$ cat src/verilog/mcuex_pkg.sv
package mcuex_pkg;
  localparam int PC_W = 11;
  localparam int INSN_W = 14;
  localparam int RADDR_W = 7;
  localparam logic [10:0] TRAP_VECTOR = 11'h001;
  localparam logic [3:0] FPAGE_MIN = 4'h5;
  localparam logic [3:0] FPAGE_MAX = 4'hF;
  localparam int STACK_DEPTH = 8;
  localparam logic [7:0] ACC_RESET = 8'h00;
  localparam logic [10:0] PC_RESET = 11'h000;
  // apb register byte addresses
  localparam logic [11:0] ADDR_CTRL = 12'h000;
  localparam logic [11:0] ADDR_INSN = 12'h004;
  localparam logic [11:0] ADDR_STATUS = 12'h008;
  localparam logic [11:0] ADDR_PC = 12'h00C;
  localparam logic [11:0] ADDR_ACC = 12'h010;
  localparam logic [11:0] ADDR_PTRS = 12'h014;
  localparam logic [11:0] ADDR_RDATA = 12'h018;
  // status field positions
  localparam int ST_Z = 0;
  localparam int ST_C = 1;
  localparam int ST_GIE = 2;
  localparam int ST_BUSY = 3;
  localparam int ST_FPERR = 4;
  // opcode encodings (14-bit words, chosen)
  localparam logic [5:0] OP_NOP = 6'h00;
  localparam logic [5:0] OP_CLEAR_REGISTER = 6'h01;
  localparam logic [5:0] OP_COMPLEMENT_REGISTER = 6'h02;
  localparam logic [5:0] OP_COMPARE_ACC_REGISTER = 6'h03;
  localparam logic [5:0] OP_DAA = 6'h04;
  localparam logic [5:0] OP_DECREMENT_REGISTER = 6'h05;
  localparam logic [5:0] OP_INCREMENT_REGISTER = 6'h06;
  localparam logic [5:0] OP_DECSZ = 6'h07;
  localparam logic [5:0] OP_INCSZ = 6'h08;
  localparam logic [5:0] OP_IDIS = 6'h09;
  localparam logic [5:0] OP_IEN = 6'h0A;
  localparam logic [5:0] OP_AJMP = 6'h0B;
  localparam logic [5:0] OP_TRAP = 6'h0C;
  localparam logic [5:0] OP_ORR = 6'h0D;
  localparam logic [5:0] OP_ORI = 6'h0E;
  localparam logic [5:0] OP_FWR = 6'h0F;
  localparam logic [5:0] OP_FRD = 6'h10;
  localparam logic [5:0] OP_LDI = 6'h11;
  localparam logic [5:0] OP_STA = 6'h12;
  localparam logic [5:0] OP_MOVE_REGISTER = 6'h13;
  localparam logic [5:0] OP_RETL = 6'h14;
  localparam logic [1:0] OP_SJMP = 2'h2;
  localparam logic [1:0] OP_LJMP = 2'h3;
  // long call owns the otherwise unused 0x18-0x1F block of [13:8]
  localparam logic [2:0] OP_LONG_CALL = 3'h3;
  typedef enum logic [1:0] {MX_IDLE, MX_WAIT, MX_FLUSH} mcuex_state_e;
endpackage

$ cat src/verilog/mcuex_alu.sv
`timescale 1ns/1ns
module mcuex_alu (
  // operands
  input wire logic [5:0] op,
  input wire logic [7:0] acc,
  input wire logic [7:0] rval,
  input wire logic [7:0] lit,
  input wire logic cin,
  // results
  output logic [7:0] res,
  output logic cout
);
  import mcuex_pkg::*;
  logic [8:0] sum;
  logic [8:0] adj;
  always_comb begin
    sum = {1'b0, rval} + {1'b0, ~acc} + 9'h001;
    adj = {1'b0, acc};
    res = 8'h00;
    cout = cin;
    case (op)
      OP_CLEAR_REGISTER: res = 8'h00;
      OP_COMPLEMENT_REGISTER: res = ~rval;
      OP_COMPARE_ACC_REGISTER: begin
        res = sum[7:0];
        cout = sum[8];
      end
      OP_DAA: begin
        // packed decimal fixup after an add
        if (adj[3:0] > 4'h9) begin
          adj = adj + 9'h006;
        end
        if (cin || adj[8:4] > 5'h09) begin
          adj = adj + 9'h060;
        end
        res = adj[7:0];
        cout = cin | adj[8];
      end
      OP_DECREMENT_REGISTER, OP_DECSZ: res = rval - 8'h01;
      OP_INCREMENT_REGISTER, OP_INCSZ: res = rval + 8'h01;
      OP_ORR: res = acc | rval;
      OP_ORI: res = acc | lit;
      OP_MOVE_REGISTER: res = rval;
      default: res = 8'h00;
    endcase
  end
endmodule

$ cat src/verilog/mcuex_core.sv
// The address map and the APB register port were decided locally.
`timescale 1ns/1ns
// Summary of operation
// - clear writes zero to register and sets zero flag
// - destination bit 0 goes to accumulator, 1 back to register
// - complement inverts register to destination, updates zero flag
// - compare computes register minus accumulator, updates only zero and carry
// - decimal adjust converts accumulator to packed decimal, touching only carry
// - decrement subtracts one to destination, updates zero flag
// - increment adds one, FF wraps to zero with zero flag
// - decrement-skip squashes next instruction on zero, two cycles
// - increment-skip squashes next instruction on zero, two cycles
// - interrupt disable clears global enable in one cycle
// - interrupt enable sets global enable in one cycle
// - short jump loads nine bits, upper two from high buffer
// - indexed jump takes table pointer high and accumulator, two cycles
// - software trap pushes pc plus one, jumps to 001, three cycles
// - F page moves copy accumulator out or in, index 5 to 15
// - long call pushes pc plus one, loads 11-bit target, two cycles
// - long jump loads 11-bit target without stack, two cycles
// - load literal puts immediate in accumulator, no flags
// - store accumulator copies to register, no flags
// - move copies register to destination and updates zero flag
// - return with literal loads accumulator, pops pc, two cycles
// - carry set means carry out or no borrow
module mcuex_core #(
  parameter int DEPTH = mcuex_pkg::STACK_DEPTH
) (
  // apb
  input wire logic pclk,
  input wire logic presetn,
  input wire logic psel,
  input wire logic penable,
  input wire logic pwrite,
  input wire logic [11:0] paddr,
  input wire logic [31:0] pwdata,
  output logic [31:0] prdata,
  output logic pready,
  output logic pslverr,
  // data register file
  output logic [6:0] reg_addr,
  output logic [7:0] reg_wdata,
  output logic reg_we,
  input wire logic [7:0] reg_rdata,
  // f page special registers
  output logic [3:0] fpage_addr,
  output logic [7:0] fpage_wdata,
  output logic fpage_we,
  input wire logic [7:0] fpage_rdata,
  // status
  output logic global_irq_enable,
  output logic [10:0] pc
);
  import mcuex_pkg::*;

  function automatic logic is_flush_op(input logic [13:0] w);
    is_flush_op = (w[13:12] == OP_SJMP) || (w[13:12] == OP_LJMP) || (w[13:11] == OP_LONG_CALL)
      || (w[13:8] == OP_AJMP) || (w[13:8] == OP_RETL);
  endfunction

  logic [13:0] insn_ff;
  logic [7:0] acc_ff;
  logic z_ff;
  logic c_ff;
  logic gie_ff;
  logic fperr_ff;
  logic [10:0] pc_ff;
  logic [2:0] pc_high_buffer_ff;
  logic [2:0] table_high_pointer_ff;
  logic [7:0] rdata_ff;
  logic [10:0] stack_ff [DEPTH];
  logic [$clog2(DEPTH)-1:0] sp_ff;
  logic [1:0] cyc_ff;
  logic [1:0] need_ff;
  mcuex_state_e state_ff;
  logic [31:0] prdata_ff;
  logic pready_ff;
  logic pslverr_ff;
  logic [6:0] reg_addr_ff;
  logic [7:0] reg_wdata_ff;
  logic reg_we_ff;
  logic [3:0] fpage_addr_ff;
  logic [7:0] fpage_wdata_ff;
  logic fpage_we_ff;

  logic wr_en;
  logic rd_en;
  logic go;
  logic [5:0] op;
  logic dest_reg;
  logic [7:0] lit;
  logic [7:0] alu_res;
  logic alu_c;
  logic [10:0] pc_inc;
  logic [10:0] nxt_pc;
  logic [7:0] nxt_acc;
  logic nxt_z;
  logic nxt_c;
  logic nxt_gie;
  logic nxt_push;
  logic nxt_pop;
  logic [1:0] nxt_need;
  logic nxt_rwe;
  logic [7:0] nxt_rwd;
  logic nxt_fwe;
  logic nxt_ferr;
  logic legal_f;

  assign wr_en = psel && penable && pwrite;
  assign rd_en = psel && penable && !pwrite;
  // an execute is taken at the write to the instruction register while idle
  assign go = wr_en && paddr == ADDR_INSN && state_ff == MX_IDLE;
  assign op = pwdata[13:8];
  assign dest_reg = pwdata[7];
  assign lit = pwdata[7:0];
  assign pc_inc = pc_ff + 11'h001;
  assign legal_f = pwdata[3:0] >= FPAGE_MIN && pwdata[3:0] <= FPAGE_MAX;

  // register operand is the file read of the addressed register, settled before go
  mcuex_alu u_alu (
    .op(op),
    .acc(acc_ff),
    .rval(reg_rdata),
    .lit(lit),
    .cin(c_ff),
    .res(alu_res),
    .cout(alu_c)
  );

  always_comb begin
    nxt_pc = pc_inc;
    nxt_acc = acc_ff;
    nxt_z = z_ff;
    nxt_c = c_ff;
    nxt_gie = gie_ff;
    nxt_push = 1'b0;
    nxt_pop = 1'b0;
    nxt_need = 2'h1;
    nxt_rwe = 1'b0;
    nxt_rwd = alu_res;
    nxt_fwe = 1'b0;
    nxt_ferr = 1'b0;
    if (pwdata[13:12] == OP_SJMP) begin
      nxt_pc = {pc_high_buffer_ff[2:1], pwdata[8:0]};
      nxt_need = 2'h2;
    end else if (pwdata[13:12] == OP_LJMP) begin
      nxt_pc = pwdata[10:0];
      nxt_need = 2'h2;
    end else if (pwdata[13:11] == OP_LONG_CALL) begin
      nxt_pc = pwdata[10:0];
      nxt_push = 1'b1;
      nxt_need = 2'h2;
    end else begin
      case (op)
        OP_CLEAR_REGISTER: begin
          nxt_rwe = 1'b1;
          nxt_z = 1'b1;
        end
        OP_COMPLEMENT_REGISTER, OP_DECREMENT_REGISTER, OP_INCREMENT_REGISTER, OP_ORR, OP_MOVE_REGISTER, OP_DECSZ, OP_INCSZ: begin
          if (dest_reg) begin
            nxt_rwe = 1'b1;
          end else begin
            nxt_acc = alu_res;
          end
          // zero flag, skip forms leave it
          if (op != OP_DECSZ && op != OP_INCSZ) begin
            nxt_z = alu_res == 8'h00;
          end
          if ((op == OP_DECSZ || op == OP_INCSZ) && alu_res == 8'h00) begin
            nxt_pc = pc_ff + 11'h002;
            nxt_need = 2'h2;
          end
        end
        OP_COMPARE_ACC_REGISTER: begin
          nxt_z = alu_res == 8'h00;
          nxt_c = alu_c;
        end
        OP_DAA: begin
          nxt_acc = alu_res;
          nxt_c = alu_c;
        end
        OP_IDIS: nxt_gie = 1'b0;
        OP_IEN: nxt_gie = 1'b1;
        OP_AJMP: begin
          nxt_pc = {table_high_pointer_ff, acc_ff};
          nxt_need = 2'h2;
        end
        OP_TRAP: begin
          nxt_pc = TRAP_VECTOR;
          nxt_push = 1'b1;
          nxt_need = 2'h3;
        end
        OP_ORI: begin
          nxt_acc = alu_res;
          nxt_z = alu_res == 8'h00;
        end
        OP_FWR: begin
          nxt_fwe = legal_f;
          nxt_ferr = !legal_f;
        end
        OP_FRD: begin
          if (legal_f) begin
            nxt_acc = fpage_rdata;
          end
          nxt_ferr = !legal_f;
        end
        OP_LDI: nxt_acc = lit;
        OP_STA: begin
          nxt_rwe = 1'b1;
          nxt_rwd = acc_ff;
        end
        OP_RETL: begin
          nxt_acc = lit;
          nxt_pop = 1'b1;
          nxt_pc = stack_ff[sp_ff - 1'b1];
          nxt_need = 2'h2;
        end
        default: nxt_need = 2'h1;
      endcase
    end
  end

  // execution state and flags
  always_ff @(posedge pclk or negedge presetn) begin
    if (!presetn) begin
      pc_ff <= PC_RESET;
      acc_ff <= ACC_RESET;
      z_ff <= 1'b0;
      c_ff <= 1'b0;
      gie_ff <= 1'b0;
      fperr_ff <= 1'b0;
      insn_ff <= 14'h0000;
      sp_ff <= '0;
    end else if (go) begin
      pc_ff <= nxt_pc;
      acc_ff <= nxt_acc;
      z_ff <= nxt_z;
      c_ff <= nxt_c;
      gie_ff <= nxt_gie;
      fperr_ff <= nxt_ferr;
      insn_ff <= pwdata[13:0];
      if (nxt_push) begin
        sp_ff <= sp_ff + 1'b1;
      end else if (nxt_pop) begin
        sp_ff <= sp_ff - 1'b1;
      end
    end
  end

  // return stack, wraps when overfilled
  always_ff @(posedge pclk or negedge presetn) begin
    if (!presetn) begin
      for (int i = 0; i < DEPTH; i++) begin
        stack_ff[i] <= PC_RESET;
      end
    end else if (go && nxt_push) begin
      stack_ff[sp_ff] <= pc_inc;
    end
  end

  // software-held pointers
  always_ff @(posedge pclk or negedge presetn) begin
    if (!presetn) begin
      pc_high_buffer_ff <= 3'h0;
      table_high_pointer_ff <= 3'h0;
    end else if (wr_en && paddr == ADDR_PTRS) begin
      pc_high_buffer_ff <= pwdata[2:0];
      table_high_pointer_ff <= pwdata[10:8];
    end
  end

  // multicycle occupancy; extra cycles stand for the flushed prefetch
  always_ff @(posedge pclk or negedge presetn) begin
    if (!presetn) begin
      state_ff <= MX_IDLE;
      cyc_ff <= 2'h0;
      need_ff <= 2'h0;
    end else begin
      case (state_ff)
        MX_IDLE: begin
          if (go && nxt_need != 2'h1) begin
            state_ff <= MX_FLUSH;
            need_ff <= nxt_need;
            cyc_ff <= 2'h1;
          end
        end
        MX_FLUSH: begin
          if (cyc_ff + 2'h1 >= need_ff) begin
            state_ff <= MX_IDLE;
          end
          cyc_ff <= cyc_ff + 2'h1;
        end
        default: state_ff <= MX_IDLE;
      endcase
    end
  end

  // register file and f page strobes
  always_ff @(posedge pclk or negedge presetn) begin
    if (!presetn) begin
      reg_we_ff <= 1'b0;
      reg_wdata_ff <= 8'h00;
      reg_addr_ff <= 7'h00;
      fpage_we_ff <= 1'b0;
      fpage_wdata_ff <= 8'h00;
      fpage_addr_ff <= 4'h0;
    end else begin
      reg_we_ff <= go && nxt_rwe;
      fpage_we_ff <= go && nxt_fwe;
      if (go) begin
        reg_wdata_ff <= nxt_rwd;
        fpage_wdata_ff <= acc_ff;
        fpage_addr_ff <= pwdata[3:0];
      end
      if (wr_en && paddr == ADDR_CTRL) begin
        reg_addr_ff <= pwdata[6:0];
      end else if (go && op != OP_FWR && op != OP_FRD) begin
        reg_addr_ff <= pwdata[6:0];
      end
    end
  end

  // apb slave, zero wait states
  always_ff @(posedge pclk or negedge presetn) begin
    if (!presetn) begin
      prdata_ff <= 32'h0000_0000;
      pready_ff <= 1'b0;
      pslverr_ff <= 1'b0;
      rdata_ff <= 8'h00;
    end else begin
      pready_ff <= psel && !penable;
      pslverr_ff <= psel && !penable && paddr > ADDR_RDATA;
      rdata_ff <= reg_rdata;
      prdata_ff <= 32'h0000_0000;
      if (psel && !penable && !pwrite) begin
        case (paddr)
          ADDR_CTRL: prdata_ff <= {25'h0, reg_addr_ff};
          ADDR_INSN: prdata_ff <= {18'h0, insn_ff};
          ADDR_STATUS: prdata_ff <= {27'h0, fperr_ff, state_ff != MX_IDLE, gie_ff, c_ff, z_ff};
          ADDR_PC: prdata_ff <= {21'h0, pc_ff};
          ADDR_ACC: prdata_ff <= {24'h0, acc_ff};
          ADDR_PTRS: prdata_ff <= {21'h0, table_high_pointer_ff, 5'h0, pc_high_buffer_ff};
          ADDR_RDATA: prdata_ff <= {24'h0, rdata_ff};
          default: prdata_ff <= 32'h0000_0000;
        endcase
      end
    end
  end

  assign prdata = prdata_ff;
  assign pready = pready_ff;
  assign pslverr = pslverr_ff;
  assign reg_addr = reg_addr_ff;
  assign reg_wdata = reg_wdata_ff;
  assign reg_we = reg_we_ff;
  assign fpage_addr = fpage_addr_ff;
  assign fpage_wdata = fpage_wdata_ff;
  assign fpage_we = fpage_we_ff;
  assign global_irq_enable = gie_ff;
  assign pc = pc_ff;
endmodule

$ cat config.mk
export PLATFORM = sky130hd
export DESIGN_NAME = mcuex_core
export DESIGN_NICKNAME = d
export VERILOG_FILES = /design/src/verilog/mcuex_pkg.sv /design/src/verilog/mcuex_alu.sv /design/src/verilog/mcuex_core.sv
export SDC_FILE = /design/constraint.sdc
export NUM_CORES = 1
export LEC_CHECK = 0
export ABC_AREA = 1
export BUFFER_PORTS_ARGS = -buffer_cell sky130_fd_sc_hd__buf_2
export CELL_PAD_IN_SITES_DETAIL_PLACEMENT = 1
export CELL_PAD_IN_SITES_GLOBAL_PLACEMENT = 2
export CORE_MARGIN = 5
export CORE_UTILIZATION = 37
export CTS_CLUSTER_DIAMETER = 200
export DETAILED_ROUTE_END_ITERATION = 8
export PLACE_DENSITY_LB_ADDON = 0.1
export REMOVE_ABC_BUFFERS = 1
export SYNTH_ARGS = -nofsm -noshare
export SYNTH_HDL_FRONTEND = slang
export SYNTH_HIERARCHICAL = 1
export SYNTH_SLANG_ARGS = --single-unit
$ cat constraint.sdc
create_clock -name pclk -period 5.3 [get_ports pclk]
set_clock_uncertainty 0.2 [all_clocks]
set_input_delay 1.06 -clock pclk [delete_from_list [all_inputs] [get_ports pclk]]
set_output_delay 1.06 -clock pclk [all_outputs]
set_load 0.01 [all_outputs]
Yosys cells after proc, flatten, opt, wreduce, memory -nomap -nowiden
Index checks and enable logic that the tools add are counted.
Widths: inputs -> output; s select.
- flip-flop bits (word level): 211
- output and inout bits: 75
- word-level logic and storage cells: 217
- add/sub/neg operators: 11
- $lt $le $gt $ge: 9
- equality and inequality tests: 40
- muxes and demuxes: 64
- bitwise logic cells: 10
- reductions and logical operators: 52
- operator list (kind ; count):
    $pmux 14 s7 ; 1
    $bwmux 88 ; 1
    $mux 11 ; 7
    $pmux 8 s8 ; 1
    $eq 6x4->1 const B ; 8
    $mux 8 ; 6
    $pmux 11 s4 ; 1
    $eq 12x5->1 const B ; 3
    $mux 9 ; 4
    $bmux 11 s3 ; 1
    $demux 11 s3 ; 1
    $pmux 8 s4 ; 1
    $eq 6x5->1 const B ; 5
    $eq 12x4->1 const B ; 2
    $eq 6x3->1 const B ; 4
    $mux 1 ; 22
    $logic_and 1x1->1 ; 19
    $reduce_or 2->1 ; 9
    $not 8->8 ; 2
    $or 8x8->8 ; 2
    $mux 14 ; 1
    $mux 2 ; 7
    $mux 7 ; 2
    $eq 12x3->1 const B ; 1
    other kinds (49) ; 75

Logic depth before layout (Yosys ltp)
- depth in word-level cells: 19
- depth in mapped cells: 25
- gate-level depth less buffers: 25

Cells and area by module
The synthesis kept the hierarchy.
- modules (own cells, without submodules) (module ; instances ; cells an instance ; area each (µm²)):
    mcuex_core ; 1 ; 1245 ; 9846.9
    mcuex_alu ; 1 ; 298 ; 1590.3

Least setup slack after synthesis
Ideal clock, no wire load.
- path kind: input to register
- start: in pwdata[10]
- end: reg pc_ff[0], in the netlist pc[0]
- arrival time: 3.478 ns
- data required time: 4.972 ns
- setup slack: 1.494 ns
- cell stages on the path: 20
- buffers on the path: 0
- cell sequence: inv_1 nor2_2 nand2_1 nand2_1 nand2_2 ha_1 nand2_1 nand3_1 or2_2 nand3_1 o211a_1 nand2_1 nor2_1 nand4_1 nor2_2 nor2_1 nand2_1 nand3_1 nand3_1 o21ai_0
- word-level cells in the longest chain between the ends: 10
- elaborated cells on any way between the ends: 25
- those cells by class: 13 x eq/ne; 6 x mux; 6 x reduce/logical
- ends and longest elaborated chain (item ; RTL line ; RTL):
    start: declaration ; mcuex_core.sv:36 ; input wire logic [31:0] pwdata,
    $eq 6x4->1 or $eq 6x3->1 (tied branches) ; mcuex_alu.sv:21 ; case (op)
    $reduce_or 2->1 ; mcuex_alu.sv:21 ;
    $pmux 8 s8 * ; mcuex_alu.sv:21 ;
    net alu_res[3] ; mcuex_core.sv:92 ; logic [7:0] alu_res;
    $logic_not 8->1 * ; mcuex_core.sv:169 ; if ((op == OP_DECSZ || op == OP_INCSZ) && alu_res == 8'h00) begin
    $logic_and 1x1->1 * ; mcuex_core.sv:169 ;
    $mux 11 * ; mcuex_core.sv:169 ;
    $pmux 11 s4 * ; mcuex_core.sv:154 ; case (op)
    $mux 11 * ; mcuex_core.sv:149 ; end else if (pwdata[13:11] == OP_LONG_CALL) begin
    $mux 11 * ; mcuex_core.sv:146 ; end else if (pwdata[13:12] == OP_LJMP) begin
    $mux 11 * ; mcuex_core.sv:143 ; if (pwdata[13:12] == OP_SJMP) begin
    end signal: assignment ; mcuex_core.sv:235 ; pc_ff <= nxt_pc;
    end: declaration ; mcuex_core.sv:67 ; logic [10:0] pc_ff;
The timed path passes the listed nets; every way through them passes the cells marked *.
A chain may end at the register's enable or synchronous reset.

Worst setup path after layout
- start: in pwdata[10]
- end: reg pc_ff[10], in the netlist pc[10]
Same word-level chain as after synthesis.

==> run metrics <==
outcome finished, final reports clean; Sink Count 188; Synth cell types 48; Finished Cell Area 12600 µm²; Yosys warnings 6; num ports 140; Detail Route Antenna Nets 0; min cycle time layout 4.20 ns; DIE AREA 34500 µm²; Final nets 1705; Max IR drop VDD between 0.2 and 0.25 mV; buffers and inverters on the worst path 2; global placer's final weighted congestion 0.871; Die Height 186 µm; Finished Layout Cells a little over 2k; final hold vios 0; R2R setup slack 1.73 ns; cts hold-fix bufs 0; fin crit share 79.3%; fin util 41.3%; CP required ~5.4 ns; synth cell count leaders nand2_1, dfrtp_1, nor2_1; MaxCap Viol Count 0; post-CTS sizing 0; row count 64; total core area around 31000 µm²; ys async rst share 100%; CTS H-tree depth 4; min-delay src need_ff[1]; Worst-Skew Late Latency 0.45 ns; actual slew at the worst max-slew pin 0.893 ns; Placement Cell Area between 10000 and 15000 µm²; total track usage 23.5%; sequential fraction of the synthesis area between 40% and 50%; CP max FO 8; largest net degree at the start of global routing 106; PnR Total Power 2.95 mW; Max stage delay on crit path 0.45 ns; Antenna Cells 0; RSZ-0062 raised after global routing no; Fin Setup TNS 0 ns; hold crit path type reg -> reg; Die Wd 186 µm; post-synthesis cell count ~1.5k; Worst setup EP type flop; vias in the first global route 10.8k; critical path launch point type primary input; Most common cell on crit path nand2_1; Starting Density 37.4%; DR WL/cell 19.6 µm; global-route wire length before repair 62300 µm; P_leak 6.40 nW; fill count ~3.9k; critical path, cell by cell buf_2 > inv_1 > nor2_2 > nand2_1 > nand2_1 > nand2_2 > ha_1 > nand2_1 > nand3_1 > nand2_1 > nand2_1 > nand3_1 > nand3_1 > nand4_1 > nor2_1 > nand2_1 > nor2_1 > nand2_1 > nand2_1 > nor2_1 > nor2_1 > nand2_1 > nand2_1 > a21oi_1; Crit path arrival time 4.33 ns; Slew HR about two fifths; FMAX about 240 MHz; antenna violations before repair 0; FF-to-FF Start acc_ff[5]; root buffer cell clkbuf_16; DR vias 10.6k; delay-heaviest family, CP simple AND/OR/NAND/NOR gates; CTS max path bufs 2; CTS clk-pin slew, worst paths 0.07 ns; launch point of the worst path pwdata[10]; most frequent cell after synthesis nand2_1; Area contributors post-synth dfrtp_1, nand2_1, o21ai_0, nor2_1, nand3_1; Post-synth EDFFs 0; Synth Area per Inst ~7.4 µm²; Synth Register Bits 188; Cell Area, Synth 11400 µm²; Power Density ~230 nW/µm²; dpl ws 0.580 ns; CP max stage cell ha_1; WS Path Type in -> reg; Final HPWL DP 29200 µm; GRT overflow 0; I/O Buffers 103; Synth area leader dfrtp_1; worst hold margin 0.268 ns; # DRC 0; CTS tree done; Slew Limit Fails 0; initial DRC count 624; drt via density 5.21; setup ws final 1.10 ns; commonest register cell after synthesis dfrtp_1; Inst Count DP 1993; Area Growth Syn to Fin 10.6%; final wirelength roughly 40000 µm; Pre-Repair DR Iteration Count 5; Setup violations, final 0; Post CTS Setup Buffer Count 0; share of cells above drive strength 1 13.8%; CTS Buf Count 17; Synth top area share about two fifths
-- sequential cells by signal, summed over array words and instances, names as in the netlist, 2 cells and up --
| signal | flops |
|---|---|
| need_ff | 2 |
| prdata | 14 |
| acc_ff | 8 |
| reg_wdata | 8 |
| cyc_ff | 2 |
| fpage_wdata | 8 |
| insn_ff | 14 |
| pc | 11 |
| stack_ff | 88 |
| reg_addr | 7 |
| pc_high_buffer_ff | 3 |
| table_high_pointer_ff | 3 |
| rdata_ff | 8 |
| sp_ff | 3 |
-- logic make-up after synthesis --
logic type,count (synthesis),share of synthesized area [%]
other,1,0.0328
buffers and inverters,225,9.41
and+or+nand+nor,773,30.6
AOI/OAI and AO/OA,321,15.2
xor gates and xnor gates,10,0.831
adders and majority gates,24,2.76
DFF,188,41.1
muxes,1,0.0875
-- layer usage --
layer  GRT usage (%)  wire [µm]
met5               0          0
met3            3.21       1120
met1            31.0      17900
met2            40.6      19900
met4            6.53        860
-- worst register-to-register path: stages (launching register included) --
cell and delay, ns:
dfrtp_1 0.58, inv_1 0.22, ha_1 0.40, nand2_1 0.08, nor3_1 0.22, o21ai_0 0.17, nand2_1 0.08, nor2_1 0.04
nor2_1 0.16, nand2_1 0.12, nor2_1 0.18, nand2_1 0.08, nor2_1 0.13, nand2_1 0.16, nand2_1 0.30, nor2_1 0.07
nor2_1 0.10, nand2_1 0.05, nand2_1 0.06, a21oi_1 0.06
-- final cells by class --
class	instances	area (µm²)	area share, %
repair buffers	112	604	4.78
flip-flops and latches	188	4710	37.2
well taps	396	495	3.92
multi-input cells	1147	5720	45.2
clock buffers	19	443	3.50
clock inverters	13	116	0.920
inverters	150	563	4.45
-- report_power, final --
part / total (mW) / leakage (nW) / internal (mW) / switching [mW]
clock: 1.28 / 0.270 / 0.664 / 0.612
combinational: 0.234 / 3.60 / 0.0615 / 0.173
sequential: 1.44 / 2.53 / 1.44 / 0.00237
total: 2.95 / 6.40 / 2.16 / 0.787
-- final timing paths --
kind,to,cells past startpoint
worst min-delay path,need_ff[1],2
min in group asynchronous,stack_ff[21],1
worst min register to register,need_ff[1],2
worst max register to register,pc[10],19
worst max-delay path,pc[10],24
max in group asynchronous,insn_ff[4],2
-- cell usage in the layout, fill, tap and decap left out, types with 22 or more instances in the layout --
cell,n
a21oi_1,45
buf_2,102
dfrtp_1,187
ha_1,22
inv_1,134
nand2_1,394
nand3_1,102
nand4_1,30
nor2_1,169
o211ai_1,24
o21ai_0,134
o21ai_1,92
No activity file was read; power rests on OpenSTA's default activity.
